===== src/design/anvr_consts.vh =====
// timing constants and request command encodings for the nonvolatile memory host controller
`ifndef ANVR_CONSTS_VH
`define ANVR_CONSTS_VH

// clock period in ns
`define ANVR_CLK_NS        10
// page write cycle, page write pulse, page read cycle (ns)
`define ANVR_PWC_NS        25
`define ANVR_WPP_NS        16
`define ANVR_PRC_NS        25
// address change to write strobe rise, low and high supply (ns)
`define ANVR_AWH_LO_NS     135
`define ANVR_AWH_HI_NS     120
// byte-lane write pulse and strobe-low-to-lane-high (ns)
`define ANVR_WP2_NS        20
`define ANVR_WP3_NS        20
// power-down chip select hold (ns), read cycle (ns), chip select pre-charge (ns)
`define ANVR_PD_NS         85
`define ANVR_RC_NS         120
`define ANVR_PC_NS         55
// power-up and sleep exit hold (us), sleep request low time (us)
`define ANVR_PU_US         450
`define ANVR_ZZEX_US       450
`define ANVR_ZZL_US        1

// least times rounded up to whole cycles
`define ANVR_CYC_UP(t)     (((t) + `ANVR_CLK_NS - 1) / `ANVR_CLK_NS)
`define ANVR_PWC_CYC       `ANVR_CYC_UP(`ANVR_PWC_NS)
`define ANVR_WPP_CYC       `ANVR_CYC_UP(`ANVR_WPP_NS)
`define ANVR_PRC_CYC       `ANVR_CYC_UP(`ANVR_PRC_NS)
`define ANVR_AWH_LO_CYC    `ANVR_CYC_UP(`ANVR_AWH_LO_NS)
`define ANVR_AWH_HI_CYC    `ANVR_CYC_UP(`ANVR_AWH_HI_NS)
`define ANVR_WP2_CYC       `ANVR_CYC_UP(`ANVR_WP2_NS)
`define ANVR_WP3_CYC       `ANVR_CYC_UP(`ANVR_WP3_NS)
`define ANVR_PD_CYC        `ANVR_CYC_UP(`ANVR_PD_NS)
`define ANVR_RC_CYC        `ANVR_CYC_UP(`ANVR_RC_NS)
`define ANVR_PC_CYC        `ANVR_CYC_UP(`ANVR_PC_NS)
`define ANVR_PU_CYC        `ANVR_CYC_UP(`ANVR_PU_US * 1000)
`define ANVR_ZZEX_CYC      `ANVR_CYC_UP(`ANVR_ZZEX_US * 1000)
`define ANVR_ZZL_CYC       `ANVR_CYC_UP(`ANVR_ZZL_US * 1000)

// widths
`define ANVR_AW            19
`define ANVR_DW            16
`define ANVR_CW            16

// request commands
`define ANVR_CMD_READ      3'h0
`define ANVR_CMD_WRITE     3'h1
`define ANVR_CMD_PG_READ   3'h2
`define ANVR_CMD_PG_WRITE  3'h3
`define ANVR_CMD_PG_END    3'h4
`define ANVR_CMD_SLEEP     3'h5
`define ANVR_CMD_WAKE      3'h6
`define ANVR_CMD_PWR_OFF   3'h7

`endif


===== src/design/anvr_host.v =====
// host controller pacing accesses to a clockless 512k x 16 nonvolatile memory
`include "anvr_consts.vh"

module anvr_host (
  input  wire                   clk,
  input  wire                   arst_n,
  input  wire                   low_supply,
  input  wire                   req_valid,
  input  wire [2:0]             req_cmd,
  input  wire [`ANVR_AW-1:0]    req_addr,
  input  wire [`ANVR_DW-1:0]    req_wdata,
  input  wire [1:0]             req_lanes,
  output reg                    req_ready_r,
  output reg                    rsp_valid_r,
  output reg  [`ANVR_DW-1:0]    rsp_rdata_r,
  output reg                    power_safe_r,
  output reg                    chip_select_n_r,
  output reg                    write_strobe_n_r,
  output reg                    output_enable_n_r,
  output reg                    upper_byte_enable_n_r,
  output reg                    lower_byte_enable_n_r,
  output reg                    sleep_request_n_r,
  output reg  [`ANVR_AW-1:0]    word_address_pins_r,
  output reg  [`ANVR_DW-1:0]    data_pins_out_r,
  output reg                    data_pins_oe_r,
  input  wire [`ANVR_DW-1:0]    data_pins_in
);

  // ----------------------------------------------------------------
  // states
  // ----------------------------------------------------------------
  localparam [3:0] ST_PWRUP   = 4'h0;
  localparam [3:0] ST_IDLE    = 4'h1;
  localparam [3:0] ST_RD      = 4'h2;
  localparam [3:0] ST_WR      = 4'h3;
  localparam [3:0] ST_PRECHG  = 4'h4;
  localparam [3:0] ST_PAGE    = 4'h5;
  localparam [3:0] ST_PG_WR   = 4'h6;
  localparam [3:0] ST_PG_RD   = 4'h7;
  localparam [3:0] ST_SLEEP   = 4'h8;
  localparam [3:0] ST_WAKE    = 4'h9;
  localparam [3:0] ST_PWROFF  = 4'ha;
  localparam [3:0] ST_OFF     = 4'hb;
  localparam [3:0] ST_PUWAIT  = 4'hc;
  localparam [`ANVR_CW-1:0] PU_CYC   = `ANVR_PU_CYC;
  localparam [`ANVR_CW-1:0] ZZEX_CYC = `ANVR_ZZEX_CYC;
  localparam [`ANVR_CW-1:0] ZZL_CYC  = `ANVR_ZZL_CYC;
  localparam [`ANVR_CW-1:0] AWH_LO   = `ANVR_AWH_LO_CYC;
  localparam [`ANVR_CW-1:0] AWH_HI   = `ANVR_AWH_HI_CYC;
  localparam [`ANVR_CW-1:0] WPP_CYC  = `ANVR_WPP_CYC;
  localparam [`ANVR_CW-1:0] PWC_CYC  = `ANVR_PWC_CYC;
  localparam [`ANVR_CW-1:0] PRC_CYC  = `ANVR_PRC_CYC;
  localparam [`ANVR_CW-1:0] RC_CYC   = `ANVR_RC_CYC;
  localparam [`ANVR_CW-1:0] PC_CYC   = `ANVR_PC_CYC;
  localparam [`ANVR_CW-1:0] PD_CYC   = `ANVR_PD_CYC;

  // ----------------------------------------------------------------
  // interval timer
  // ----------------------------------------------------------------
  reg  [3:0]            state_r;
  reg  [3:0]            state_nxt;
  reg                   tmr_load;
  reg  [`ANVR_CW-1:0]   tmr_count;
  wire                  tmr_done;
  reg                   supply_lo_r;
  reg  [`ANVR_CW-1:0]   awh_cyc;
  reg  [`ANVR_CW-1:0]   rd_cyc;
  reg  [`ANVR_CW-1:0]   pulse_r;
  reg  [2:0]            sup_sync_r;
  anvr_timer u_timer (
    .clk    (clk),
    .arst_n (arst_n),
    .load   (tmr_load),
    .count  (tmr_count),
    .done_r (tmr_done)
  );

  // the supply strap is caught after reset and held; a live change mid-access would
  // shorten an interval already under way
  always @(posedge clk or negedge arst_n) begin
    if (!arst_n) begin
      sup_sync_r  <= 3'h7;
      supply_lo_r <= 1'b1;
    end else begin
      sup_sync_r <= {sup_sync_r[1:0], low_supply};
      if (state_r == ST_PUWAIT && sup_sync_r[1] == sup_sync_r[2]) begin
        supply_lo_r <= sup_sync_r[2];
      end
    end
  end
  // low supply takes the longer figure; whole cycles rounded up
  always @* begin
    awh_cyc = supply_lo_r ? AWH_LO : AWH_HI;
    rd_cyc  = (awh_cyc > RC_CYC) ? awh_cyc : RC_CYC;
  end
  wire take = req_valid & req_ready_r;

  // ----------------------------------------------------------------
  // sequencer
  // ----------------------------------------------------------------
  always @* begin
    state_nxt = state_r;
    tmr_load  = 1'b0;
    tmr_count = 16'h0000;
    case (state_r)
      ST_PWRUP: begin
        state_nxt = ST_PUWAIT;
        tmr_load  = 1'b1;
        tmr_count = PU_CYC;
      end
      ST_IDLE: begin
        if (take) begin
          tmr_load = 1'b1;
          case (req_cmd)
            `ANVR_CMD_READ: begin
              state_nxt = ST_RD;
              tmr_count = rd_cyc;
            end
            `ANVR_CMD_WRITE: begin
              state_nxt = ST_WR;
              tmr_count = awh_cyc;
            end
            `ANVR_CMD_PG_READ: begin
              state_nxt = ST_PG_RD;
              tmr_count = awh_cyc;
            end
            `ANVR_CMD_PG_WRITE: begin
              state_nxt = ST_PG_WR;
              tmr_count = awh_cyc;
            end
            `ANVR_CMD_SLEEP: begin
              state_nxt = ST_SLEEP;
              tmr_count = ZZL_CYC;
            end
            `ANVR_CMD_PWR_OFF: begin
              state_nxt = ST_PWROFF;
              tmr_count = PD_CYC;
            end
            default: begin
              tmr_load = 1'b0;
            end
          endcase
        end
      end
      ST_RD, ST_WR: begin
        if (tmr_done) begin
          state_nxt = ST_PRECHG;
          tmr_load  = 1'b1;
          tmr_count = PC_CYC;
        end
      end
      ST_PUWAIT, ST_PRECHG, ST_WAKE: begin
        if (tmr_done) begin
          state_nxt = ST_IDLE;
        end
      end
      ST_PG_WR, ST_PG_RD: begin
        if (tmr_done && pulse_r == 16'h0000) begin
          state_nxt = ST_PAGE;
        end
      end
      ST_PAGE: begin
        if (take) begin
          tmr_load = 1'b1;
          case (req_cmd)
            `ANVR_CMD_PG_WRITE: begin
              state_nxt = ST_PG_WR;
              tmr_count = PWC_CYC;
            end
            `ANVR_CMD_PG_READ: begin
              state_nxt = ST_PG_RD;
              tmr_count = PRC_CYC;
            end
            default: begin
              state_nxt = ST_PRECHG;
              tmr_count = PC_CYC;
            end
          endcase
        end
      end
      ST_SLEEP: begin
        if (take && tmr_done && req_cmd == `ANVR_CMD_WAKE) begin
          state_nxt = ST_WAKE;
          tmr_load  = 1'b1;
          tmr_count = ZZEX_CYC;
        end
      end
      ST_PWROFF: begin
        if (tmr_done) begin
          state_nxt = ST_OFF;
        end
      end
      ST_OFF: begin
        state_nxt = ST_OFF;
      end
      default: begin
        state_nxt = ST_IDLE;
      end
    endcase
  end

  // ----------------------------------------------------------------
  // pins and answers
  // ----------------------------------------------------------------
  always @(posedge clk or negedge arst_n) begin
    if (!arst_n) begin
      state_r               <= ST_PWRUP;
      pulse_r               <= 16'h0000;
      req_ready_r           <= 1'b0;
      rsp_valid_r           <= 1'b0;
      rsp_rdata_r           <= 16'h0000;
      power_safe_r          <= 1'b0;
      chip_select_n_r       <= 1'b1;
      write_strobe_n_r      <= 1'b1;
      output_enable_n_r     <= 1'b1;
      upper_byte_enable_n_r <= 1'b1;
      lower_byte_enable_n_r <= 1'b1;
      sleep_request_n_r     <= 1'b1;
      word_address_pins_r   <= 19'h00000;
      data_pins_out_r       <= 16'h0000;
      data_pins_oe_r        <= 1'b0;
    end else begin
      state_r     <= state_nxt;
      rsp_valid_r <= 1'b0;
      if (pulse_r != 16'h0000) begin
        pulse_r <= pulse_r - 16'h0001;
      end
      // ready where a request can start at once, and in sleep even before its low time has run; a long pulse keeps it low
      req_ready_r <= (state_nxt == ST_IDLE) || (state_nxt == ST_SLEEP) ||
                     (state_nxt == ST_PAGE && !tmr_load);
      if (tmr_load) begin
        case (state_nxt)
          ST_RD, ST_WR, ST_PG_RD, ST_PG_WR: begin
            chip_select_n_r       <= 1'b0;
            word_address_pins_r   <= req_addr;
            upper_byte_enable_n_r <= ~req_lanes[1];
            lower_byte_enable_n_r <= ~req_lanes[0];
            if (state_nxt == ST_WR || state_nxt == ST_PG_WR) begin
              write_strobe_n_r  <= 1'b0;
              output_enable_n_r <= 1'b1;
              data_pins_out_r   <= req_wdata;
              data_pins_oe_r    <= 1'b1;
              pulse_r           <= WPP_CYC;
            end else begin
              write_strobe_n_r  <= 1'b1;
              output_enable_n_r <= 1'b0;
              data_pins_oe_r    <= 1'b0;
            end
          end
          ST_SLEEP: begin
            sleep_request_n_r <= 1'b0;
          end
          ST_WAKE: begin
            sleep_request_n_r <= 1'b1;
          end
          default: begin
            chip_select_n_r       <= 1'b1;
            write_strobe_n_r      <= 1'b1;
            output_enable_n_r     <= 1'b1;
            upper_byte_enable_n_r <= 1'b1;
            lower_byte_enable_n_r <= 1'b1;
            data_pins_oe_r        <= 1'b0;
          end
        endcase
      end else if (state_r == ST_PG_WR && tmr_done && pulse_r == 16'h0000) begin
        // a single write leaves through pre-charge, so lanes rise with its strobe
        write_strobe_n_r <= 1'b1;
      end
      // sample read data the cycle the access ends, before the outputs float
      if ((state_r == ST_RD || state_r == ST_PG_RD) && tmr_done) begin
        rsp_valid_r <= 1'b1;
        rsp_rdata_r <= data_pins_in;
      end
      if (state_r == ST_SLEEP || state_r == ST_WAKE) begin
        chip_select_n_r   <= 1'b1;
        write_strobe_n_r  <= 1'b1;
        output_enable_n_r <= 1'b1;
      end
      power_safe_r <= (state_nxt == ST_OFF);
    end
  end

endmodule


===== src/design/anvr_timer.v =====
// down counter that flags when a loaded interval has run out
`include "anvr_consts.vh"

module anvr_timer (
  input  wire                   clk,
  input  wire                   arst_n,
  input  wire                   load,
  input  wire [`ANVR_CW-1:0]    count,
  output reg                    done_r
);

  reg [`ANVR_CW-1:0] cnt_r;

  // done is registered so a loaded value of n gives done n cycles later
  always @(posedge clk or negedge arst_n) begin
    if (!arst_n) begin
      cnt_r  <= 16'h0000;
      done_r <= 1'b0;
    end else if (load) begin
      cnt_r  <= count;
      done_r <= (count == 16'h0000);
    end else if (cnt_r != 16'h0000) begin
      cnt_r  <= cnt_r - 16'h0001;
      done_r <= (cnt_r == 16'h0001);
    end else begin
      done_r <= 1'b1;
    end
  end

endmodule


===== config.mk =====
export PLATFORM = sky130hd
export DESIGN_NAME = anvr_host
export DESIGN_NICKNAME = d
export VERILOG_FILES = /design/src/design/anvr_host.v /design/src/design/anvr_timer.v
export VERILOG_INCLUDE_DIRS = /design/src /design/src/design
export SDC_FILE = /design/constraint.sdc
export NUM_CORES = 1
export LEC_CHECK = 0
export BUFFER_PORTS_ARGS = -buffer_cell sky130_fd_sc_hd__buf_2
export CAP_MARGIN = 20
export CORE_ASPECT_RATIO = 1.2
export CORE_MARGIN = 10
export CORE_UTILIZATION = 48
export CTS_CLUSTER_DIAMETER = 80
export CTS_CLUSTER_SIZE = 10
export DETAILED_ROUTE_END_ITERATION = 8
export PLACE_DENSITY_LB_ADDON = 0.25
export REMOVE_ABC_BUFFERS = 1
export SYNTH_ARGS = -nofsm -noshare
export SYNTH_HDL_FRONTEND = slang
export SYNTH_SLANG_ARGS = --single-unit
export TNS_END_PERCENT = 1

===== constraint.sdc =====
create_clock -name clk -period 2.8 [get_ports clk]
set_input_delay 0.42 -clock clk [delete_from_list [all_inputs] [get_ports clk]]
set_output_delay 0.42 -clock clk [all_outputs]
set_load 0.03 [all_outputs]

== After elaboration in Yosys (flattened, before gate mapping) ==
Cells that the tools add are included.

* Output and inout bits: 61
* Bits in registers: 102
* Input bits: 60
* Logic and storage cells: 145

* Bitwise gates (word level): 4
* Order comparisons: 1
* Reductions and logical operators: 38
* Eq/ne operators: 31
* Mux-type cells: 50
* $add $sub $neg: 2

{| class="wikitable"
|+ Operator list
! cell !! number
|-
| $mux W16 || 7
|-
| $pmux W16 S5 || 1
|-
| $pmux W4 S9 || 1
|-
| $eq A4 B4 Y1 const B || 8
|-
| $logic_not A16 Y1 || 2
|-
| $reduce_bool A16 Y1 || 2
|-
| $sub A16 B1 Y16 const B || 2
|-
| $eq A4 B3 Y1 const B || 7
|-
| $mux W4 || 7
|-
| $pmux W7 S4 || 1
|-
| $pmux W4 S6 || 1
|-
| $mux W1 || 17
|-
| $eq A16 B1 Y1 const B || 1
|-
| $eq A4 B2 Y1 const B || 4
|-
| $pmux W1 S2 || 7
|-
| $reduce_and A2 Y1 || 5
|-
| $eq A3 B3 Y1 const B || 3
|-
| $mux W3 || 3
|-
| $eq A4 B1 Y1 const B || 2
|-
| $logic_and A1 B1 Y1 || 8
|-
| $reduce_or A2 Y1 || 4
|-
| $mux W7 || 1
|-
| $eq A3 B2 Y1 const B || 2
|-
| $reduce_bool A2 Y1 || 3
|-
| other kinds (19) || 27
|}

== Depth between registers and ports, before layout ==
Gate-level depths: netlist (run 1).

* Depth in word-level cells: 11
* Mapped depth: 10

== Hierarchy ==
From an unflattened synthesis (run 1), not the netlist that was laid out.

* Cells, all modules: 438
* Area total of the unflattened synthesis: 5046.1 µm²

{| class="wikitable"
|+ Modules (own cells, without submodules)
! module !! area each (µm²) !! cells each !! times used
|-
| anvr_host || 3962.6 || 325 || 1
|-
| anvr_timer || 1083.5 || 113 || 1
|}

== Worst setup path before layout (run 1) ==
OpenSTA, ideal clock, no wires.

* Path type: register to register
* From: register pulse_r[6]
* To: register data_pins_out_r[10]
* Stages on the path, launching flop included: 9
* Setup time: 0.125 ns
* Setup slack: 0.150 ns
* Arrival: 2.525 ns
* Period minus slack after synthesis: 2.650 ns
* Path through: dfrtp_1 > or4_1 > buf_2 > and4bb_2 > nand4_1 > nand3_2 > mux2i_4 > buf_6 > mux2_4

* Longest elaborated chain between the ends: 7
* Elaborated cells on any way between the ends: 11
* Those cells by class: 4 x eq/ne; 2 x mux; 5 x reduce/logical

{| class="wikitable"
|+ Ends and longest elaborated chain
! element !! line !! source
|-
| from (decl) || anvr_host.v:68 || <nowiki>reg [`ANVR_CW-1:0] pulse_r;</nowiki>
|-
| from (signal assigned) || anvr_host.v:226 || <nowiki>pulse_r <= pulse_r - 16'h0001;</nowiki>
|-
| $logic_not A16 Y1 * || anvr_host.v:158 || <nowiki>if (tmr_done && pulse_r == 16'h0000) begin</nowiki>
|-
| $logic_and A1 B1 Y1 * || anvr_host.v:158 ||
|-
| $mux W4 * || anvr_host.v:158 ||
|-
| $pmux W4 S9 * || anvr_host.v:105 || <nowiki>case (state_r)</nowiki>
|-
| named net state_nxt[0] || anvr_host.v:61 || <nowiki>reg [3:0] state_nxt;</nowiki>
|-
| $eq A4 B2 Y1 (tied with other cells) || anvr_host.v:232, anvr_host.v:238 ||
|-
| $reduce_or A4 Y1 / $logic_or A1 B1 Y1 (equally long branches) || anvr_host.v:232, anvr_host.v:238 ||
|-
| $reduce_and A3 Y1 (no line) * || n/a ||
|-
| to (signal assigned) || anvr_host.v:241 || <nowiki>data_pins_out_r <= req_wdata;</nowiki>
|-
| to (decl) || anvr_host.v:24 || <nowiki>output reg [`ANVR_DW-1:0] data_pins_out_r,</nowiki>
|}

The timed path passes the listed nets; every way through them passes the cells marked *.
A chain may end at the register's enable or synchronous reset.

== Worst setup path after layout (run 1) ==
* From: register state_r[1]
* To: register data_pins_out_r[1]

* Longest elaborated chain between the ends: 6
* Elaborated cells on any way between the ends: 33
* Those cells by class: 16 x eq/ne; 10 x mux; 7 x reduce/logical

{| class="wikitable"
|+ Ends and longest elaborated chain
! element !! line !! source
|-
| from (decl) || anvr_host.v:60 || <nowiki>reg [3:0] state_r;</nowiki>
|-
| from (signal assigned) || anvr_host.v:223 || <nowiki>state_r <= state_nxt;</nowiki>
|-
| $pmux W4 S6 (tied with other cells) || anvr_host.v:114 || <nowiki>case (req_cmd)</nowiki>
|-
| $mux W4 (tied with other cells) || anvr_host.v:112 || <nowiki>if (take) begin</nowiki>
|-
| $pmux W4 S9 || anvr_host.v:105 ||
|-
| $eq A4 B2 Y1 (tied with other cells) || anvr_host.v:232, anvr_host.v:238 ||
|-
| $reduce_or A4 Y1 / $logic_or A1 B1 Y1 (equally long branches) || anvr_host.v:232, anvr_host.v:238 ||
|-
| $reduce_and A3 Y1 (no line) * || n/a ||
|}

Every way passes the cells marked *; elsewhere a longest branch is shown, timed or not.

==> results of run 1 <==
-- logic make-up (layout without fill, tap and decap cells) --
kind of cell	after synthesis	count (layout)
compound gates	66	66
xor+xnor	24	24
fa+ha+maj	4	4
buf+inv	36	174
flops	102	102
mux	56	56
simple gates	126	126
-- metal layers --
metal	GRT usage [%]	vias up
met4	6.95	0
li1	-	1743
met5	0	-
met3	5.34	14
met2	24.9	120
met1	17.7	1803
-- cell usage in the layout (no fill, tap or decap), types with 3 or more instances in the layout --
cell type	n
buf_2	119
dfrtp_1	91
nor2_1	35
mux2_4	28
mux2_2	24
nand2_1	22
buf_4	21
o21ai_0	20
inv_1	15
xnor2_1	15
a21oi_1	12
nor4_1	10
dfstp_2	10
clkbuf_16	10
xor2_1	9
nand2b_1	7
nor3_1	7
nand3_1	7
or3_1	7
or4_1	5
o22ai_1	5
nor2b_1	4
nor3b_1	4
ha_1	4
nand4_1	3
o21bai_1	3
o41ai_1	3
mux2i_1	3
inv_6	3
-- cell usage after synthesis (7+ instances only) --
cell type / instances / area share (%)
dfrtp_1: 92 / 47
xor2_1: 9 / 1.6
inv_1: 15 / 1.2
nor3_1: 7 / 0.72
nand2b_1: 7 / 0.90
clkbuf_1: 8 / 0.62
nand3_1: 7 / 0.72
a21oi_1: 12 / 1.2
dfstp_2: 10 / 5.4
mux2_4: 28 / 8.6
nand2_1: 22 / 1.7
mux2_2: 24 / 5.5
xnor2_1: 15 / 2.7
nor2_1: 35 / 2.7
nor4_1: 10 / 1.3
or3_1: 7 / 0.90
o21ai_0: 21 / 2.2
-- flip-flops by register name, indices dropped and copies added, names as in the netlist, 3 cells and up --
name,flops
word_address_pins_r,19
data_pins_out_r,16
pulse_r,16
rsp_rdata_r,16
u_timer.cnt_r,16
state_r,4
sup_sync_r,3
-- path summary, 6_finish.rpt --
check	startpoint	cells after the start	slack [ns]	end
worst max register to register	state_r[1]	9	0.14	data_pins_out_r[1]
worst min register to register	sup_sync_r[0]	0	0.36	sup_sync_r[1]
max in group asynchronous	arst_n	2	1.95	sup_sync_r[0]
min in group clk	low_supply	1	0.17	sup_sync_r[0]
worst max-delay path	state_r[1]	9	0.14	data_pins_out_r[1]
worst min-delay path	arst_n	1	0.1	u_timer.cnt_r[15]
-- per-stage QoR --
stage | util (%) | worst slack (ns) | setup TNS, ns
2_1_floorplan | - | -0.759 | -21.18
3_3_place_gp | 57.0 | 0.0705 | 0
3_5_place_dp | 57.0 | 0.0491 | 0
4_1_cts | 60.2 | 0.0873 | 0
5_1_grt | 60.7 | -0.00938 | -0.0180
6_report | 60.7 | 0.143 | 0
-- power breakdown --
part           switching (mW)  internal, mW  leakage (nW)
clock network           0.544         0.750         0.157
registers              0.0147          1.51          1.21
logic                   0.124        0.0806          1.50
total                   0.682          2.34          2.88
-- final cells by class --
| class | count | area (µm²) | share of cell area (%) |
|---|---|---|---|
| Multi-Input combinational cell | 276 | 2130 | 35.3 |
| Tap cell | 126 | 158 | 2.61 |
| Timing Repair Buffer | 143 | 818 | 13.5 |
| Sequential cell | 102 | 2570 | 42.4 |
| Clock inverter | 5 | 61.3 | 1.01 |
| Inverter | 15 | 56.3 | 0.931 |
| Clock buffer | 11 | 253 | 4.18 |
-- timing repair --
action | CTS | global route
setup buffers | 0 | 2
endpoints found under the hold margin | 0 | 0
resized for setup | 0 | 4
endpoints found under the setup margin | 0 | 16
==> results by stage, run 1 <==
Die:
- The site row count is 40.
- For this configuration, the core starts out at a cell density of 49.0%.
- The width of the die is 112 µm.
- The count of boundary I/O pins is between 100 and 150.
- The core region is between 9000 and 10000 µm².
- The die covers roughly 15000 µm².
- The overall die height is roughly 130 µm.

Synth:
- The flip-flop and latch count after synthesis is 102.
- After technology mapping, the gate count stands at 414.
- The count of warnings emitted by yosys is 0.
- The number of enable-type register cells in the synthesized netlist is 0.
- The fraction of registers with async set/reset is between 90% and 100%.
- The portion of synthesized area spent on multiplexers is 15.2%.
- Of the total synthesized cell area, the portion taken by XOR and XNOR cells is between 4 and 5%.
- The sequential-to-total area share from yosys stat is 52.6%.
- The synthesized cell area is 4880 µm².
- The post-synthesis share of cell area spent on full adders, half adders and majority gates is 1.03%.
- A synthesized cell averages 11.8 µm².
- The synthesized netlist devotes 8.96% of its cell area to compound gates.
- In the synthesized netlist the dominant register cell turns out to be dfrtp_1.
- After synthesis, the netlist uses between 60 and 70 different library cells.
- The dominant combinational cell family by area after synthesis is multiplexers.
- The synthesized netlist devotes 14.0% of its cell area to simple gates.

Worst setup path:
- On the critical path the largest part of the delay comes from buffers and inverters.
- The total buffers and inverters traversed by the critical path is 3.
- The cell that appears most often on the critical path is buf_4.
- The required time of the critical path is 3.02 ns.
- On the worst path, the slowest cell contributes a delay of 0.50 ns.
- Walking the worst path, the cells encountered are buf_4 > or4bb_4 > o31a_1 > o41ai_1 > buf_4 > o2111ai_1 > mux2i_4 > buf_12 > mux2_2.
- The category of the most critical setup path is reg2reg.
- The library cell contributing the largest single delay on the critical path is or4bb_4.
- STA classifies the critical path endpoint as a register.
- The arrival time at the worst endpoint is 2.88 ns.
- Along the worst path, the maximum fanout reaches 17.
- The worst setup path is launched from a register.

Global routing:
- The via count of the first global-routing pass is 3880.
- The total overflow left after global routing is 0.
- The number of antenna violations at the first check in global routing came to 0.
- In the global route stage, overall resource usage came out at 15.2%.
- Entering global routing, the biggest net connects 54 pins.
- The first global-routing pass estimated 18.4 mm of wire.

Placement:
- The final weighted congestion in routability-driven placement is 0.941.
- Counting tap cells, the placed design contains a total of 659 instances.
- Detailed placement finished with a half-perimeter wire length of 8.17 mm.
- The placed instances occupy a cell area of 5680 µm².
- The quantity of I/O buffers inserted on ports is 120.

Clocking:
- The number of hold buffers added after CTS was 0.
- The maximum root-to-sink buffer count is 2.
- The total number of H-tree levels is 3.
- The TritonCTS clock tree is yes.
- In this run, CTS created clock tree buffers numbering 9.
- The TritonCTS sink count is 102.
- The buffer cell driving the clock tree root is clkbuf_16.
- After clock tree synthesis, the clock-pin slew on the worst setup and hold paths is around 0.070 ns.
- The source-to-sink clock delay at the later pin of the worst-skew pair is 0.34 ns.

Final layout:
- The number of nets in the layout is ~610.
- The post-route cell area is 6050 µm².
- The area added between synthesis and finish is 24.0%.
- Excluding fillers, the count of instances in the completed layout stands at 678.
- In the final layout, the share of cells above drive strength 1 is 42.0%.
- The number of fill cells in the layout is 828.
- The count of antenna diodes in the layout is 0.

STA:
- Final hold analysis gives a worst-case slack of between 0.09 and 0.1 ns.
- For this run, the top clock speed supported by timing is 0.376 GHz.
- The final setup skew is 0.0114 ns.
- The total count of max-transition violations in the final report is 0.
- Dividing the final minimum period by the clock period gives 94.9%.
- The worst slew margin relative to its limit is 50.0%.
- The number of endpoints with negative hold slack in the final report is 0.
- The slew at the pin with the worst max-slew slack is 0.750 ns.
- The setup violation total in the final timing report is 0.
- For the finished layout, the period the worst path requires is 2.66 ns.

Routing:
- The routed length on met2 is 5.59 mm.
- The met3 routed wirelength is 826 µm.
- The iteration count of the initial detailed-routing pass is 5.
- After detailed routing, the average wire length per cell comes to 16.5 µm.
- The routed wire length is 11.2 mm.
- The number of DRC violations after detailed-routing iteration 0 is 148.
- The routed length on met1 is 4.56 mm.
- Using the TritonRoute via totals, the vias-per-cell ratio works out to around 5.4.
- The uppermost layer routed is met4.
- The remaining design rule violation count is 0.
- The final antenna-violating net count is 0.
- The count of vias placed by the detailed router is 3680.

Hold path:
- The path category of the worst min-delay check is in2async.

Pwr:
- The power density relative to cell area is 499 nW/µm².
- In this run the static leakage power is 2.88 nW.
- Power comes to 3.02 mW.
- IR analysis of the VDD net gives a maximum drop of 319 µV.

Flow run:
- The number of maximum-capacitance violations is 0.

Run status:
- The run finished with clean final reports.
No activity file was read; power rests on OpenSTA's default activity.
==> run 2, diff against run 1 <==
Settings changed: REMOVE_ABC_BUFFERS 1 to unset.
==> results by stage, run 2 (same netlist as run 1, synthesis figures left out) <==
Pwr:
- The net switching fraction of the power came to 22.8% (+0.18 points).
- The share of power burned in combinational logic came to 6.9% (about the same).
- The total power consumption of the routed design came to 2.99 mW (-0.88%).
- The leakage power is 2.91 nW (+1.0%).
- The power density relative to cell area is 490 nW/µm² (-1.8%).
- The net switching power is 0.682 mW (-0.11%).
- The sequential group share of total power is 50.9% (+0.5 points).
- The worst vdd rail ir drop is 342 µV (+7.5%).
- The fraction of power consumed by the clock network is 42.2% (-0.7 points).
- The cell-internal power is 2.31 mW (-1.1%).

Die:
- The starting density of the core came to 49.0% (unchanged).
- The overall die height is 130 µm (unchanged).
- The site row count was 40 (unchanged).
- The count of boundary I/O pins is 121 (unchanged).
- The area of the placeable core was 9960 µm² (unchanged).
- The width of the die came to 112 µm (unchanged).
- The overall die area is 14600 µm² (unchanged).

STA:
- The setup violation total in the final timing report was 0 (unchanged).
- The final worst hold slack came to 0.128 ns (+0.0299 ns).
- The worst slew margin relative to its limit is 52.9% (+2.9 points).
- The highest clock frequency the design can meet is 0.370 GHz (-1.6%).
- The final setup skew is 0.00391 ns (-0.00753 ns).
- The slew at the pin with the worst max-slew slack is 0.706 ns (-0.0439 ns).
- The time the worst path needs with I/O delays and setup is 2.70 ns (+0.0444 ns).
- The portion of the clock cycle consumed by the worst path in the final layout was 96.5% (+1.6 points).
- The total count of max-transition violations in the final report is 0 (unchanged).
- The number of endpoints with negative hold slack in the final report is 0 (unchanged).

Final layout:
- The register with the most flip-flops in the final layout is word_address_pins_r.
- The count of antenna diodes in the layout is 0 (unchanged).
- The top cell types in the final layout, fill and taps aside, are buf_2, dfrtp_1, nor2_1.
- The number of nets in the layout is 616 (+0.82%).
- The library cell used most frequently in the layout, excluding fill and tap cells, is buf_2.
- The number of flip-flops under the largest register name was 19 (unchanged).
- Relative to the synthesized area, the layout overhead comes to 25.2%.
- The layout cell share with drive strength beyond 1 is 42.5% (+0.52 points).

Clocking:
- The clock buffer count from CTS is 9 (unchanged).
- The maximum root-to-sink buffer count was 2 (unchanged).
- The total number of H-tree levels is 3 (unchanged).
- The clock-pin slew reported for the worst setup and hold paths after clock tree synthesis came to 0.07 ns (about the same).
- The TritonCTS sink count was 102 (unchanged).
- The number of hold buffers added after cts is 0 (unchanged).
- The tree is rooted in a clkbuf_16.
- The source-to-sink clock delay at the later pin of the worst-skew pair was 0.34 ns (about the same).
- The TritonCTS clock tree is yes.

Worst setup path:
- The startpoint kind of the worst setup timing path is a register.
- For this design, the slowest cell found on the critical path is or4_1.
- Broken down by cell family, the worst path's largest delay share belongs to simple AND/OR/NAND/NOR gates.
- The arrival time at the worst endpoint is 2.92 ns (+0.04 ns).
- The worst setup path is captured at a register.
- The longest individual stage delay on the worst path was 0.56 ns (+0.06 ns).
- The category of the most critical setup path is reg2reg.
- The largest fanout on the critical path is 6 (-11).
- The required time of the critical path is 3.02 ns (about the same).
- The total buffers and inverters traversed by the critical path was 1 (-2).
- The signal on the critical path passes through or4_1 > and4bb_4 > nand4_1 > nand3_2 > mux2i_4 > clkbuf_16 > mux2_4.

Global routing:
- The global-route wire length before repair is 19.4 mm (+5.5%).
- The busiest layer in global routing is met2.
- The global-route met1 utilization came to 19.0% (+1.3 points).
- The total track usage is 16.2% (+0.98 points).
- The via count of the first global-routing pass is 4023 (+3.7%).
- The pin count of the biggest net entering global routing is 55 (+1.9%).
- The number of antenna violations at the first check in global routing is 0 (unchanged).
- The remaining global-route overflow is 0 (unchanged).
- The global-route track usage on met3 is 6.25% (+0.91 points).
- The global-route met2 utilization is 26.3% (+1.4 points).

Routing:
- The via count normalized by instance count is 5.33 (-1.9%).
- The routed wire length is 12.1 mm (+7.7%).
- The count of vias placed by the detailed router is 3637 (-1.2%).
- The iteration count of the initial detailed-routing pass is 4 (-1).
- The final antenna-violating net count was 0 (unchanged).
- The remaining design rule violation count is 0 (unchanged).
- The number of DRC violations after detailed-routing iteration 0 came to 135 (-8.8%).
- The detailed-route wire length per cell is 17.7 µm (+6.9%).

Hold path:
- The worst hold path belongs to the class in2async.

Placement:
- The quantity of I/O buffers inserted on ports is 120 (unchanged).
- The half-perimeter wire length of the detailed placement result is 8.91 mm (+9.0%).
- The final weighted congestion in routability-driven placement came to 0.928 (-1.4%).

Flow run:
- The number of maximum-capacitance violations is 0 (unchanged).

Run status:
- The flow ran to the end, and the final reports show no timing, DRC or antenna violations.

Synth:
- The number of nets handed over by synthesis was 478.
run 2: power by group through the flow:
stage | Combinational [mW] | Clock (mW) | Sequential [mW]
after floorplan | 0.0408 | 0 | 1.60
after global placement | 0.207 | 0 | 1.55
after global routing | 0.226 | 1.36 | 1.52
after detailed placement | 0.212 | 0 | 1.55
after CTS | 0.212 | 1.30 | 1.52
final | 0.207 | 1.26 | 1.52
run 2: through the flow:
step                setup WS [ns]  instance area [µm²]  std cells  utilization, %  setup TNS [ns]
finish                     0.0990                 6110        683            61.3               0
global route             -0.00152                 6110        683            61.3        -0.00152
CTS                        0.0842                 6000        677            60.3               0
detailed placement         0.0175                 5700        661            57.2               0
global placement           0.0502                 5700        661            57.2               0
floorplan                   0.150                 4880        414               -               0
run 2: area by class of cell:
cell class / instances / area, µm²
flip-flops and latches: 102 / 2560
inverters: 15 / 56.3
fillers: 793 / 3850
well taps: 126 / 158
multi-input cells: 276 / 2140
repair buffers: 148 / 877
clock inverters: 6 / 66.3
clock buffers: 10 / 239
run 2: worst paths after layout:
path	start	endpoint	slack, ns	cells after the start
worst max-delay path	pulse_r[6]	data_pins_out_r[12]	0.1	7
worst max register to register	pulse_r[6]	data_pins_out_r[12]	0.1	7
worst min register to register	sup_sync_r[0]	sup_sync_r[1]	0.36	0
max in group asynchronous	arst_n	sleep_request_n_r	1.92	2
min in group clk	low_supply	sup_sync_r[0]	0.18	1
worst min-delay path	arst_n	u_timer.cnt_r[2]	0.13	1
run 2: timing repair:
action,in CTS,in global routing
setup endpoints to repair,0,5
buffers inserted,0,4
gates resized for setup,0,6
run 2: layer usage:
| metal | share of wire [%] | up-vias |
|---|---|---|
| met5 | 0 | - |
| met4 | 1.9 | 0 |
| met3 | 7.9 | 17 |
| met2 | 47 | 118 |
| met1 | 43 | 1756 |
| li1 | - | 1746 |
